[config.mk]
export PLATFORM = sky130hd
export DESIGN_NAME = touch_sense_controller
export DESIGN_NICKNAME = d
export VERILOG_FILES = /design/src/hdl/touch_pkg.sv /design/src/hdl/clock_divider.sv /design/src/hdl/group_counter.sv /design/src/hdl/touch_sense_controller.sv
export SDC_FILE = /design/constraint.sdc
export NUM_CORES = 1
export LEC_CHECK = 0
export ABC_AREA = 1
export ABC_CLOCK_PERIOD_IN_PS = 15240
export CAP_MARGIN = 5
export CORE_UTILIZATION = 30
export CTS_CLUSTER_DIAMETER = 50
export DETAILED_ROUTE_END_ITERATION = 10
export DONT_BUFFER_PORTS = 1
export PLACE_DENSITY_LB_ADDON = 0.15
export SYNTH_ARGS = -nofsm -noshare
export SYNTH_HDL_FRONTEND = slang
export SYNTH_SLANG_ARGS = --single-unit
[constraint.sdc]
create_clock -name CLK_I -period 15.24 [get_ports CLK_I]
set_input_delay 3.048 -clock CLK_I [delete_from_list [all_inputs] [get_ports CLK_I]]
set_output_delay 3.048 -clock CLK_I [all_outputs]
set_load 0.01 [all_outputs]
[src/hdl/touch_pkg.sv]
// constants, register map and types shared by the touch acquisition sequencer
package touch_pkg;

  // ==========================================================================
  // structure
  localparam int NGROUPS = 6;
  localparam int PINS_PER_GROUP = 4;
  localparam int NPINS = 24;
  localparam int CNT_W = 14;

  // ==========================================================================
  // register byte offsets
  localparam logic [7:0] ADDR_CTRL = 8'h00;
  localparam logic [7:0] ADDR_INTEN = 8'h04;
  localparam logic [7:0] ADDR_INTFCLR = 8'h08;
  localparam logic [7:0] ADDR_INTSTS = 8'h0c;
  localparam logic [7:0] ADDR_HYST = 8'h10;
  localparam logic [7:0] ADDR_SMP = 8'h20;
  localparam logic [7:0] ADDR_CHG = 8'h28;
  localparam logic [7:0] ADDR_GRP = 8'h30;
  localparam logic [7:0] ADDR_CNT0 = 8'h34;

  // ==========================================================================
  // field positions
  localparam int CTRL_EN = 0;
  localparam int CTRL_START = 1;
  localparam int CTRL_MODE = 2;
  localparam int CTRL_POL = 3;
  localparam int CTRL_MAXC = 5;
  localparam int CTRL_PGDIV = 12;
  localparam int CTRL_SSDIV = 15;
  localparam int CTRL_SPREAD_ENABLE = 16;
  localparam int CTRL_SSERR = 17;
  localparam int CTRL_LOW = 24;
  localparam int CTRL_HIGH = 28;
  localparam int INT_EOA = 0;
  localparam int INT_MCE = 1;
  localparam int GRP_DONE = 16;

  // ==========================================================================
  // reset values
  localparam logic [31:0] CTRL_RST = 32'h0000_0000;
  localparam logic [23:0] HYST_RST = 24'hff_ffff;
  localparam logic [23:0] PINSEL_RST = 24'h00_0000;
  localparam logic [6:0] LFSR_SEED = 7'h01;

  // ==========================================================================
  // timing: spread step and deviation at the 48 MHz reference
  localparam longint SS_REF_HZ = 48_000_000;
  localparam longint SS_STEP_PS = 20_800;
  localparam longint SS_MAX_DEV_PS = 5_333_300;
  localparam int SS_MAX_STEPS = int'(SS_MAX_DEV_PS / SS_STEP_PS);
  localparam int SS_MAX_DEV_CYC = int'(SS_MAX_DEV_PS * SS_REF_HZ / 64'd1_000_000_000_000);

  typedef enum {ST_IDLE, ST_WAIT_SYNC, ST_HIGH, ST_SPREAD, ST_LOW, ST_CHECK} acq_state_e;

  // limit 2^(code+8)-1; the reserved code is taken as the largest limit
  function automatic logic [CNT_W-1:0] max_count(input logic [2:0] code);
    logic [2:0] c;
    c = (code == 3'h7) ? 3'h6 : code;
    max_count = CNT_W'((15'h0100 << c) - 15'h0001);
  endfunction : max_count

endpackage : touch_pkg

[src/hdl/clock_divider.sv]
// power-of-two divider producing a one-cycle enable pulse
`timescale 1ns/1ps
module clock_divider import touch_pkg::*; #(
  parameter int SEL_W = 3
) (
  // clock and reset
  input wire logic clk_i,
  input wire logic rst_n_i,
  // control
  input wire logic run_i,
  input wire logic [SEL_W-1:0] sel_i,
  // enable out
  output logic tick_o
);
  localparam int DW = (1 << SEL_W) - 1;
  logic [DW-1:0] cnt_r;
  wire [DW-1:0] last = DW'((1 << sel_i) - 1);

  assign tick_o = run_i & (cnt_r == last);

  // restart on stop so the first pulse of a burst has full length
  always_ff @(posedge clk_i or negedge rst_n_i) begin
    if (!rst_n_i) begin
      cnt_r <= '0;
    end else if (!run_i || tick_o) begin
      cnt_r <= '0;
    end else begin
      cnt_r <= cnt_r + 1'b1;
    end
  end
endmodule : clock_divider

[src/hdl/group_counter.sv]
// per-group charge transfer counter with done latch
`timescale 1ns/1ps
module group_counter import touch_pkg::*; #(
  parameter int CW = CNT_W
) (
  // clock and reset
  input wire logic clk_i,
  input wire logic rst_n_i,
  // control
  input wire logic clear_i,
  input wire logic step_i,
  input wire logic active_i,
  input wire logic sample_hi_i,
  // state
  output logic [CW-1:0] count_o,
  output logic done_o
);
  always_ff @(posedge clk_i or negedge rst_n_i) begin
    if (!rst_n_i) begin
      count_o <= '0;
      done_o <= 1'b0;
    end else if (clear_i) begin
      count_o <= '0;
      done_o <= 1'b0;
    end else if (step_i && active_i && !done_o) begin
      count_o <= count_o + 1'b1;
      done_o <= sample_hi_i;
    end
  end
endmodule : group_counter

[src/hdl/touch_sense_controller.sv]
// capacitive touch acquisition sequencer with wishbone register slave
//
// Contract
// - six groups, four pins, one counter each
// - each pin selectable as sampling or charging
// - group counter latches when sample reaches threshold
// - pulse all groups until last group done
// - at most one sampling pin per group
// - pulse clock is prescaled bus clock
// - high lasts high+1, low lasts low+1
// - high phase drives charging pin, switch open
// - low phase closes switch to transfer charge
// - spread clock from divided bus clock
// - spread step one clock, deviation bounded
// - timeout stops transfer, sets error flag, interrupts
// - timeout also sets acquisition done flag
// - failing group done flag stays clear
// - hysteresis switchable per pin
// - normal mode starts all groups immediately
// - sync mode waits for sync pin event
// - group done flags, then acquisition done
// - interrupts wake from sleep only
// - start bit cleared by hardware at end
// - max count codes select 255 to 16383
// - sync polarity falling edge or high level
// - prescaler codes divide by 1 to 128
`timescale 1ns/1ps
module touch_sense_controller import touch_pkg::*; #(
  parameter int CW = CNT_W
) (
  // clock and reset
  input wire logic CLK_I,
  input wire logic RESET_N_I,
  // wishbone slave
  input wire logic CYC_I,
  input wire logic STB_I,
  input wire logic WE_I,
  input wire logic [7:0] ADR_I,
  input wire logic [3:0] SEL_I,
  input wire logic [31:0] DAT_I,
  output logic [31:0] DAT_O,
  output logic ACK_O,
  // electrode pins and analog switches
  input wire logic [NPINS-1:0] PIN_IN_I,
  output logic [NPINS-1:0] PIN_OUT_O,
  output logic [NPINS-1:0] PIN_OE_O,
  output logic [NGROUPS-1:0] SWITCH_O,
  output logic [NPINS-1:0] HYST_EN_O,
  input wire logic SYNC_I,
  // events and power
  output logic EOA_IRQ_O,
  output logic MCE_IRQ_O,
  input wire logic SLEEP_I,
  output logic WAKE_O
);

  // ==========================================================================
  // reset and input synchronisers
  logic [1:0] rst_sync_r;
  logic [NPINS-1:0] pin_m_r;
  logic [NPINS-1:0] pin_s_r;
  logic sync_m_r;
  logic sync_s_r;
  logic sync_d_r;
  wire rst_n = rst_sync_r[1];

  always_ff @(posedge CLK_I or negedge RESET_N_I) begin
    if (!RESET_N_I) begin
      rst_sync_r <= 2'b00;
    end else begin
      rst_sync_r <= {rst_sync_r[0], 1'b1};
    end
  end

  always_ff @(posedge CLK_I or negedge rst_n) begin
    if (!rst_n) begin
      pin_m_r <= '0;
      pin_s_r <= '0;
      sync_m_r <= 1'b0;
      sync_s_r <= 1'b0;
      sync_d_r <= 1'b0;
    end else begin
      pin_m_r <= PIN_IN_I;
      pin_s_r <= pin_m_r;
      sync_m_r <= SYNC_I;
      sync_s_r <= sync_m_r;
      sync_d_r <= sync_s_r;
    end
  end

  // ==========================================================================
  // registers
  logic [31:0] ctrl_r;
  logic start_r;
  logic [1:0] inten_r;
  logic eoa_r;
  logic mce_r;
  logic [NPINS-1:0] hyst_r;
  logic [NPINS-1:0] smp_r;
  logic [NPINS-1:0] chg_r;
  logic [NGROUPS-1:0] grp_en_r;
  logic ack_r;
  logic [31:0] rdata_nxt;
  acq_state_e state_r;
  acq_state_e state_nxt;

  function automatic logic [31:0] wmerge(input logic [31:0] old, input logic [31:0] val,
                                         input logic [3:0] sel);
    logic [31:0] m;
    m = {{8{sel[3]}}, {8{sel[2]}}, {8{sel[1]}}, {8{sel[0]}}};
    wmerge = (old & ~m) | (val & m);
  endfunction : wmerge

  // lowest set bit wins, so a group never has two sampling pins
  function automatic logic [3:0] first_one(input logic [3:0] v);
    first_one = v & (~v + 4'h1);
  endfunction : first_one

  wire req = CYC_I & STB_I;
  wire wr = req & WE_I & ack_r;
  wire busy = (state_r != ST_IDLE);
  wire wr_ctrl = wr & (ADR_I == ADDR_CTRL);
  wire wr_inten = wr & (ADR_I == ADDR_INTEN);
  wire wr_clr = wr & (ADR_I == ADDR_INTFCLR);
  wire wr_hyst = wr & (ADR_I == ADDR_HYST) & !busy;
  wire wr_smp = wr & (ADR_I == ADDR_SMP) & !busy;
  wire wr_chg = wr & (ADR_I == ADDR_CHG) & !busy;
  wire wr_grp = wr & (ADR_I == ADDR_GRP) & !busy;
  wire [31:0] ctrl_new = wmerge({ctrl_r[31:2], start_r, ctrl_r[0]}, DAT_I, SEL_I);
  wire [31:0] clr_new = wmerge(32'h0000_0000, DAT_I, SEL_I);
  wire [31:0] hyst_new = wmerge({8'h00, hyst_r}, DAT_I, SEL_I);
  wire [31:0] smp_new = wmerge({8'h00, smp_r}, DAT_I, SEL_I);
  wire [31:0] chg_new = wmerge({8'h00, chg_r}, DAT_I, SEL_I);
  wire enabled = ctrl_r[CTRL_EN];
  wire [3:0] high_len = ctrl_r[CTRL_HIGH +: 4];
  wire [3:0] low_len = ctrl_r[CTRL_LOW +: 4];
  wire [6:0] ss_err = ctrl_r[CTRL_SSERR +: 7];
  wire [CW-1:0] limit = CW'(max_count(ctrl_r[CTRL_MAXC +: 3]));
  wire sync_ok = ctrl_r[CTRL_POL] ? sync_s_r : (sync_d_r & ~sync_s_r);
  wire start_req = start_r & (state_r == ST_IDLE);
  wire xfer = (state_r != ST_IDLE) & (state_r != ST_WAIT_SYNC);
  wire phase_high = (state_r == ST_HIGH) | (state_r == ST_SPREAD);
  wire phase_low = (state_r == ST_LOW);

  // ==========================================================================
  // pulse and spread clocks
  logic pg_tick;
  logic ss_tick;

  // held in spread and check, so every high or low phase starts on a whole period
  clock_divider #(.SEL_W(3)) u_pulse_div (
    .clk_i(CLK_I),
    .rst_n_i(rst_n),
    .run_i((state_r == ST_HIGH) | phase_low),
    .sel_i(ctrl_r[CTRL_PGDIV +: 3]),
    .tick_o(pg_tick)
  );

  clock_divider #(.SEL_W(3)) u_spread_div (
    .clk_i(CLK_I),
    .rst_n_i(rst_n),
    .run_i(state_r == ST_SPREAD),
    .sel_i({2'b00, ctrl_r[CTRL_SSDIV]}),
    .tick_o(ss_tick)
  );

  // ==========================================================================
  // groups
  logic [NGROUPS-1:0] active;
  logic [NGROUPS-1:0] done;
  logic [NGROUPS-1:0] sample_hi;
  logic [NGROUPS-1:0] at_max;
  logic [NGROUPS-1:0] smp_ok;
  logic [CW-1:0] count [NGROUPS];
  logic [3:0] phase_cnt_r;
  wire step = phase_low & pg_tick & (phase_cnt_r == low_len);

  for (genvar g = 0; g < NGROUPS; g++) begin : g_grp
    wire [3:0] smp_sel = first_one(smp_r[4*g +: 4]);
    wire [3:0] chg_sel = chg_r[4*g +: 4] & ~smp_sel;
    wire run = xfer & active[g];
    assign active[g] = grp_en_r[g] & enabled;
    assign sample_hi[g] = |(pin_s_r[4*g +: 4] & smp_sel);
    assign at_max[g] = active[g] & ~done[g] & (count[g] >= limit);
    assign smp_ok[g] = $onehot0(smp_sel);
    // idle and unused pins are held low to keep electrodes discharged
    assign PIN_OUT_O[4*g +: 4] = chg_sel & {4{run & phase_high}};
    assign PIN_OE_O[4*g +: 4] = run ? ~smp_sel & ~(chg_sel & {4{~phase_high}}) : 4'hf;
    assign SWITCH_O[g] = run & phase_low;

    group_counter #(.CW(CW)) u_cnt (
      .clk_i(CLK_I),
      .rst_n_i(rst_n),
      .clear_i(start_req),
      .step_i(step),
      .active_i(active[g]),
      .sample_hi_i(sample_hi[g]),
      .count_o(count[g]),
      .done_o(done[g])
    );
  end

  assign HYST_EN_O = hyst_r;

  // ==========================================================================
  // acquisition sequencer
  logic [6:0] spread_cnt_r;
  logic [6:0] spread_len_r;
  logic [6:0] lfsr_r;
  wire all_done = &(done | ~active);
  wire timeout = |at_max;
  wire in_check = (state_r == ST_CHECK);
  wire acq_end = in_check & (all_done | timeout);
  wire mce_set = in_check & timeout & ~all_done;

  always_comb begin
    state_nxt = state_r;
    unique case (state_r)
      ST_IDLE: begin
        if (start_r && enabled) begin
          state_nxt = ctrl_r[CTRL_MODE] ? ST_WAIT_SYNC : ST_HIGH;
        end
      end
      ST_WAIT_SYNC: begin
        if (sync_ok) begin
          state_nxt = ST_HIGH;
        end
      end
      ST_HIGH: begin
        if (pg_tick && phase_cnt_r == high_len) begin
          state_nxt = ctrl_r[CTRL_SPREAD_ENABLE] ? ST_SPREAD : ST_LOW;
        end
      end
      ST_SPREAD: begin
        if (ss_tick && spread_cnt_r == spread_len_r) begin
          state_nxt = ST_LOW;
        end
      end
      ST_LOW: begin
        if (step) begin
          state_nxt = ST_CHECK;
        end
      end
      ST_CHECK: begin
        state_nxt = (all_done || timeout) ? ST_IDLE : ST_HIGH;
      end
    endcase
    if (!enabled) begin
      state_nxt = ST_IDLE;
    end
  end

  always_ff @(posedge CLK_I or negedge rst_n) begin
    if (!rst_n) begin
      state_r <= ST_IDLE;
      phase_cnt_r <= 4'h0;
      spread_cnt_r <= 7'h00;
      spread_len_r <= 7'h00;
      lfsr_r <= LFSR_SEED;
    end else begin
      state_r <= state_nxt;
      lfsr_r <= {lfsr_r[5:0], lfsr_r[6] ^ lfsr_r[5]};
      if (state_nxt != state_r) begin
        phase_cnt_r <= 4'h0;
        spread_cnt_r <= 7'h00;
      end else begin
        if (pg_tick && !phase_low && !phase_high) begin
          phase_cnt_r <= 4'h0;
        end else if (pg_tick && state_r != ST_SPREAD) begin
          phase_cnt_r <= phase_cnt_r + 4'h1;
        end
        if (ss_tick) begin
          spread_cnt_r <= spread_cnt_r + 7'h01;
        end
      end
      // masking keeps the spread within the selected error; not uniform
      if (state_nxt == ST_SPREAD && state_r != ST_SPREAD) begin
        spread_len_r <= lfsr_r & ss_err;
      end
    end
  end

  // ==========================================================================
  // control and flag registers; a hardware set beats a same-cycle clear
  always_ff @(posedge CLK_I or negedge rst_n) begin
    if (!rst_n) begin
      ctrl_r <= CTRL_RST;
      start_r <= 1'b0;
      inten_r <= 2'b00;
      eoa_r <= 1'b0;
      mce_r <= 1'b0;
      hyst_r <= HYST_RST;
      smp_r <= PINSEL_RST;
      chg_r <= PINSEL_RST;
      grp_en_r <= '0;
    end else begin
      if (wr_ctrl && !busy) begin
        ctrl_r <= {ctrl_new[31:2], 1'b0, ctrl_new[0]};
      end else if (wr_ctrl) begin
        ctrl_r[CTRL_EN] <= ctrl_new[CTRL_EN];
      end
      if (wr_ctrl && ctrl_new[CTRL_START] && ctrl_new[CTRL_EN]) begin
        start_r <= 1'b1;
      end else if (acq_end || !enabled) begin
        start_r <= 1'b0;
      end
      if (wr_inten && SEL_I[0]) begin
        inten_r <= DAT_I[1:0];
      end
      eoa_r <= (eoa_r & ~(wr_clr & clr_new[INT_EOA])) | acq_end;
      mce_r <= (mce_r & ~(wr_clr & clr_new[INT_MCE])) | mce_set;
      if (wr_hyst) begin
        hyst_r <= hyst_new[NPINS-1:0];
      end
      if (wr_smp) begin
        smp_r <= smp_new[NPINS-1:0];
      end
      if (wr_chg) begin
        chg_r <= chg_new[NPINS-1:0];
      end
      if (wr_grp && SEL_I[0]) begin
        grp_en_r <= DAT_I[NGROUPS-1:0];
      end
    end
  end

  assign EOA_IRQ_O = eoa_r & inten_r[INT_EOA];
  assign MCE_IRQ_O = mce_r & inten_r[INT_MCE];
  // no clock runs in stop or standby, so only sleep can be left this way
  assign WAKE_O = SLEEP_I & (EOA_IRQ_O | MCE_IRQ_O);

  // ==========================================================================
  // bus read path
  always_comb begin
    rdata_nxt = 32'h0000_0000;
    unique case (ADR_I)
      ADDR_CTRL: rdata_nxt = {ctrl_r[31:2], start_r, ctrl_r[0]};
      ADDR_INTEN: rdata_nxt = {30'h0, inten_r};
      ADDR_INTSTS: rdata_nxt = {30'h0, mce_r, eoa_r};
      ADDR_HYST: rdata_nxt = {8'h00, hyst_r};
      ADDR_SMP: rdata_nxt = {8'h00, smp_r};
      ADDR_CHG: rdata_nxt = {8'h00, chg_r};
      ADDR_GRP: rdata_nxt = {10'h000, done, 10'h000, grp_en_r};
      default: begin
        for (int g = 0; g < NGROUPS; g++) begin
          if (ADR_I == ADDR_CNT0 + 8'(4 * g)) begin
            rdata_nxt = {{(32 - CW){1'b0}}, count[g]};
          end
        end
      end
    endcase
  end

  always_ff @(posedge CLK_I or negedge rst_n) begin
    if (!rst_n) begin
      ack_r <= 1'b0;
      DAT_O <= 32'h0000_0000;
    end else begin
      ack_r <= req & ~ack_r;
      if (req && !ack_r) begin
        DAT_O <= rdata_nxt;
      end
    end
  end

  assign ACK_O = ack_r;
endmodule : touch_sense_controller

==> metrics.md <==
| Metric | Value |
|---|---|
| P_sw | `0.738 mW` |
| Combinational fraction of design power | `12.0%` |
| Root Buffer | `clkbuf_16` |
| Rel. slew slack | `27.0%` |
| Max Slew Vio Count | `0` |
| HPWL after DPL | `48900 um` |
| Period utilization | `42.1%` |
| Syn nets | `2423` |
| Total I/O pin count | `189` |
| Count leader, synth | `nand2_1` |
| Power Density | `118 mW/mm^2` |
| Antenna violations before repair | `2` |
| Worst-path clk slew | `0.06 ns` |
| GPL Wtd Cong | `0.895` |
| Largest stage delay, worst path | `0.32 ns` |
| Leakage | `9.71 nW` |
| Status | `finished clean` |
| Crit. End Element | `output port` |
| Via count | `16000` |
| Global route total overflow | `0` |
| CP endpoint | `WAKE_O` |
| Post-synthesis area per instance | `8.07 sq um` |
| Vias/cell | `5.09` |
| Crit-path cells | `a21boi_0` |
| Die width | `251 um` |
| Clk_lat worst skew | `0.60 ns` |
| Maximum vdd drop | `98.1 uV` |
| GRT Util Overall | `20.6%` |
| Hold crit path type | `flip-flop to flip-flop` |
| Die area | `0.0631 sq mm` |
| CTS buffer count | `51` |
| Core Region | `0.0608 sq mm` |
| Reg2Reg Capture Point | `spread_cnt_r[4]` |
| Number of global-route vias before repair | `15700` |
| Row count | `90` |
| CTS resizes | `0` |
| Fillcell total | `6391` |
| Synth top area share | `45.1%` |
| Fin. Hold Viols | `0` |
| Worst Skew | `0.0201 ns` |
| Clk buf depth | `3` |
| DRC viols | `0` |
| Die Ht | `251 um` |
| Largest net degree at the start of global routing | `153` |
| IO buf count | `0` |
| Leading post-synthesis cells by cell area | `dfrtp_1 45%, nand2_1 11%, inv_1 5.9%` |
| Post-CTS Setup Bufs | `0` |
| Minimum clock period | `6.42 ns` |
| Hold-fix buffers, CTS | `0` |
| Initial DRT Pass Iterations | `7` |
| Post-layout instance count excluding filler cells | `3141` |
| Most frequent cells after synthesis | `558 x nand2_1, 336 x dfrtp_1, 294 x inv_1, 207 x o21ai_0, 180 x nor2_1` |
| CP top delay family | `compound AO/OA/AOI/OAI gates` |
| Final setup violation count | `0` |
| Cell Area, Synth | `0.0186 sq mm` |
| Switching fraction of total power | `29.4%` |
| Count of cell types in the netlist | `64` |
| Share of cells above drive strength 1 | `8.95%` |
| YS warnings | `0` |
| Post-route ant nets | `0` |
| Top cell type by total area after synthesis | `dfrtp_1` |
| Initial Utilization | `30.6%` |
| DR WL/cell | `20.7 um` |
| CP Data Arrival Time | `3.37 ns` |
| Initial detailed-routing violation count | `1431` |
| Max-cap violations | `0` |
| Crit. path cell count | `1` |
| Setup TNS | `0 ns` |
| Worst setup startpoint | `SLEEP_I` |
| Main synth FF type | `dfrtp_1` |
| FF+latch count, synth | `361` |
| First-pass GRT wire length | `98900 um` |
| Nets | `2430` |
| WS Path Type | `input pin to output port` |
| Bufs and invs on worst path | `0` |
| Area growth from synthesis to layout | `13.8%` |
| EDFF count, synth | `0` |
| Hold_ws | `0.343 ns` |
| Worst path required time | `12.19 ns` |
| Clock sinks | `361` |
| H-Tree Level Count | `2` |
| CTS tree | `yes` |
| Startpoint Class | `input pin` |
| Async S/R FF share, synth | `100%` |
| WL final | `64900 um` |
| Maximum clock frequency | `156 MHz` |
| Cells after DPL | `3044` |
| Syn Inst Count | `2308` |
| Seq/Total Area, Yosys | `48.7%` |
| Int Pwr | `1.77 mW` |
| RSZ-0062 raised after global routing | `no` |
| Clock network fraction of total power | `48.3%` |
| Worst-margin pin slew | `1.09 ns` |
| Sequential power share | `39.8%` |
| Critical path fanouts, max | `1` |
| FF-to-FF setup slack | `11.44 ns` |
| Reg2Reg Depth | `21` |
| Final core utilization | `34.9%` |
| Slowest CP cell | `a21boi_0` |
kinds of logic after synthesis:
logic type	Yosys count	share of synthesized area (%)
buffers and inverters	368	7.61
multiplexers	10	0.591
flip-flops	361	48.7
AND/OR/NAND/NOR	1070	25.4
XOR/XNOR	43	2.02
adder cells (fa/ha/maj)	40	2.69
other	1	0.0201
AO/OA/AOI/OAI	415	13.0
power by group through the flow:
stage	Clock (mW)	Sequential (mW)	Combinational, mW
finish	1.21	0.999	0.300
global route	1.28	1.00	0.339
detailed placement	0	1.02	0.301
floorplan	0	1.02	0.215
global placement	0	1.02	0.297
CTS	1.24	0.999	0.302
worst register-to-register path, delay by kind of cell, from the launching register on:
| kind | cells | cell delay [ns] |
|---|---|---|
| simple gates | 18 | 2.75 |
| buf+inv | 2 | 0.13 |
| fa+ha+maj | 1 | 0.40 |
| flops | 1 | 0.39 |
routing by layer:
| metal | global-route usage [%] | share of wire [%] | vias up |
|---|---|---|---|
| met5 | 0 | 0 | - |
| met4 | 6.48 | 2.7 | 0 |
| met3 | 4.59 | 7.0 | 91 |
| met2 | 31.4 | 44 | 498 |
| met1 | 29.0 | 46 | 7736 |
| li1 | - | - | 7676 |
layout by cell type (no fill, tap or decap), types with 21 or more instances in the layout:
cell       Yosys  routed
dfrtp_1      336     335
o21ai_0      207     207
xor2_1        33      33
clkbuf_16      0      52
a221oi_1      21      21
o22ai_1       30      30
ha_1          40      40
a21oi_1       79      79
dfstp_2       25      25
nand2_1      558     558
nand3_1      136     136
nor3_1        73      73
nand4_1       38      38
nor2_1       180     179
inv_1        294     294
through the flow:
step | area [sq um] | worst slack (ns) | power (mW)
floorplan | 18600 | 4.48 | 1.23
global placement | 19500 | 8.81 | 1.31
detailed placement | 19500 | 8.81 | 1.32
CTS | 21200 | 8.81 | 2.54
global route | 21200 | 8.69 | 2.62
finish | 21200 | 8.82 | 2.51
how the worst min path moves through the flow:
stage | cells past startpoint | startpoint | to | slack (ns)
finish | 0 | pin_m_r[1] | pin_s_r[1] | 0.34
global route | 0 | pin_m_r[12] | pin_s_r[12] | 0.35
CTS | 0 | pin_m_r[1] | pin_s_r[1] | 0.35
detailed placement | 0 | pin_m_r[1] | pin_s_r[1] | 0.33
global placement | 0 | pin_m_r[9] | pin_s_r[9] | 0.33
floorplan | 0 | pin_m_r[0] | pin_s_r[0] | 0.33
final cells by class:
cell class                      instances  area, sq um  area share (%)
Antenna cell                            1         2.50          0.0118
Clock buffer                           63         1400            6.61
Clock inverter                         33          338            1.59
Inverter                              312         1170            5.53
Multi-Input combinational cell       1579         8160            38.5
Sequential cell                       361         9070            42.8
Tap cell                              782          978            4.61
Timing Repair Buffer                   10         87.6           0.413
No activity file was read; power rests on OpenSTA's default activity.
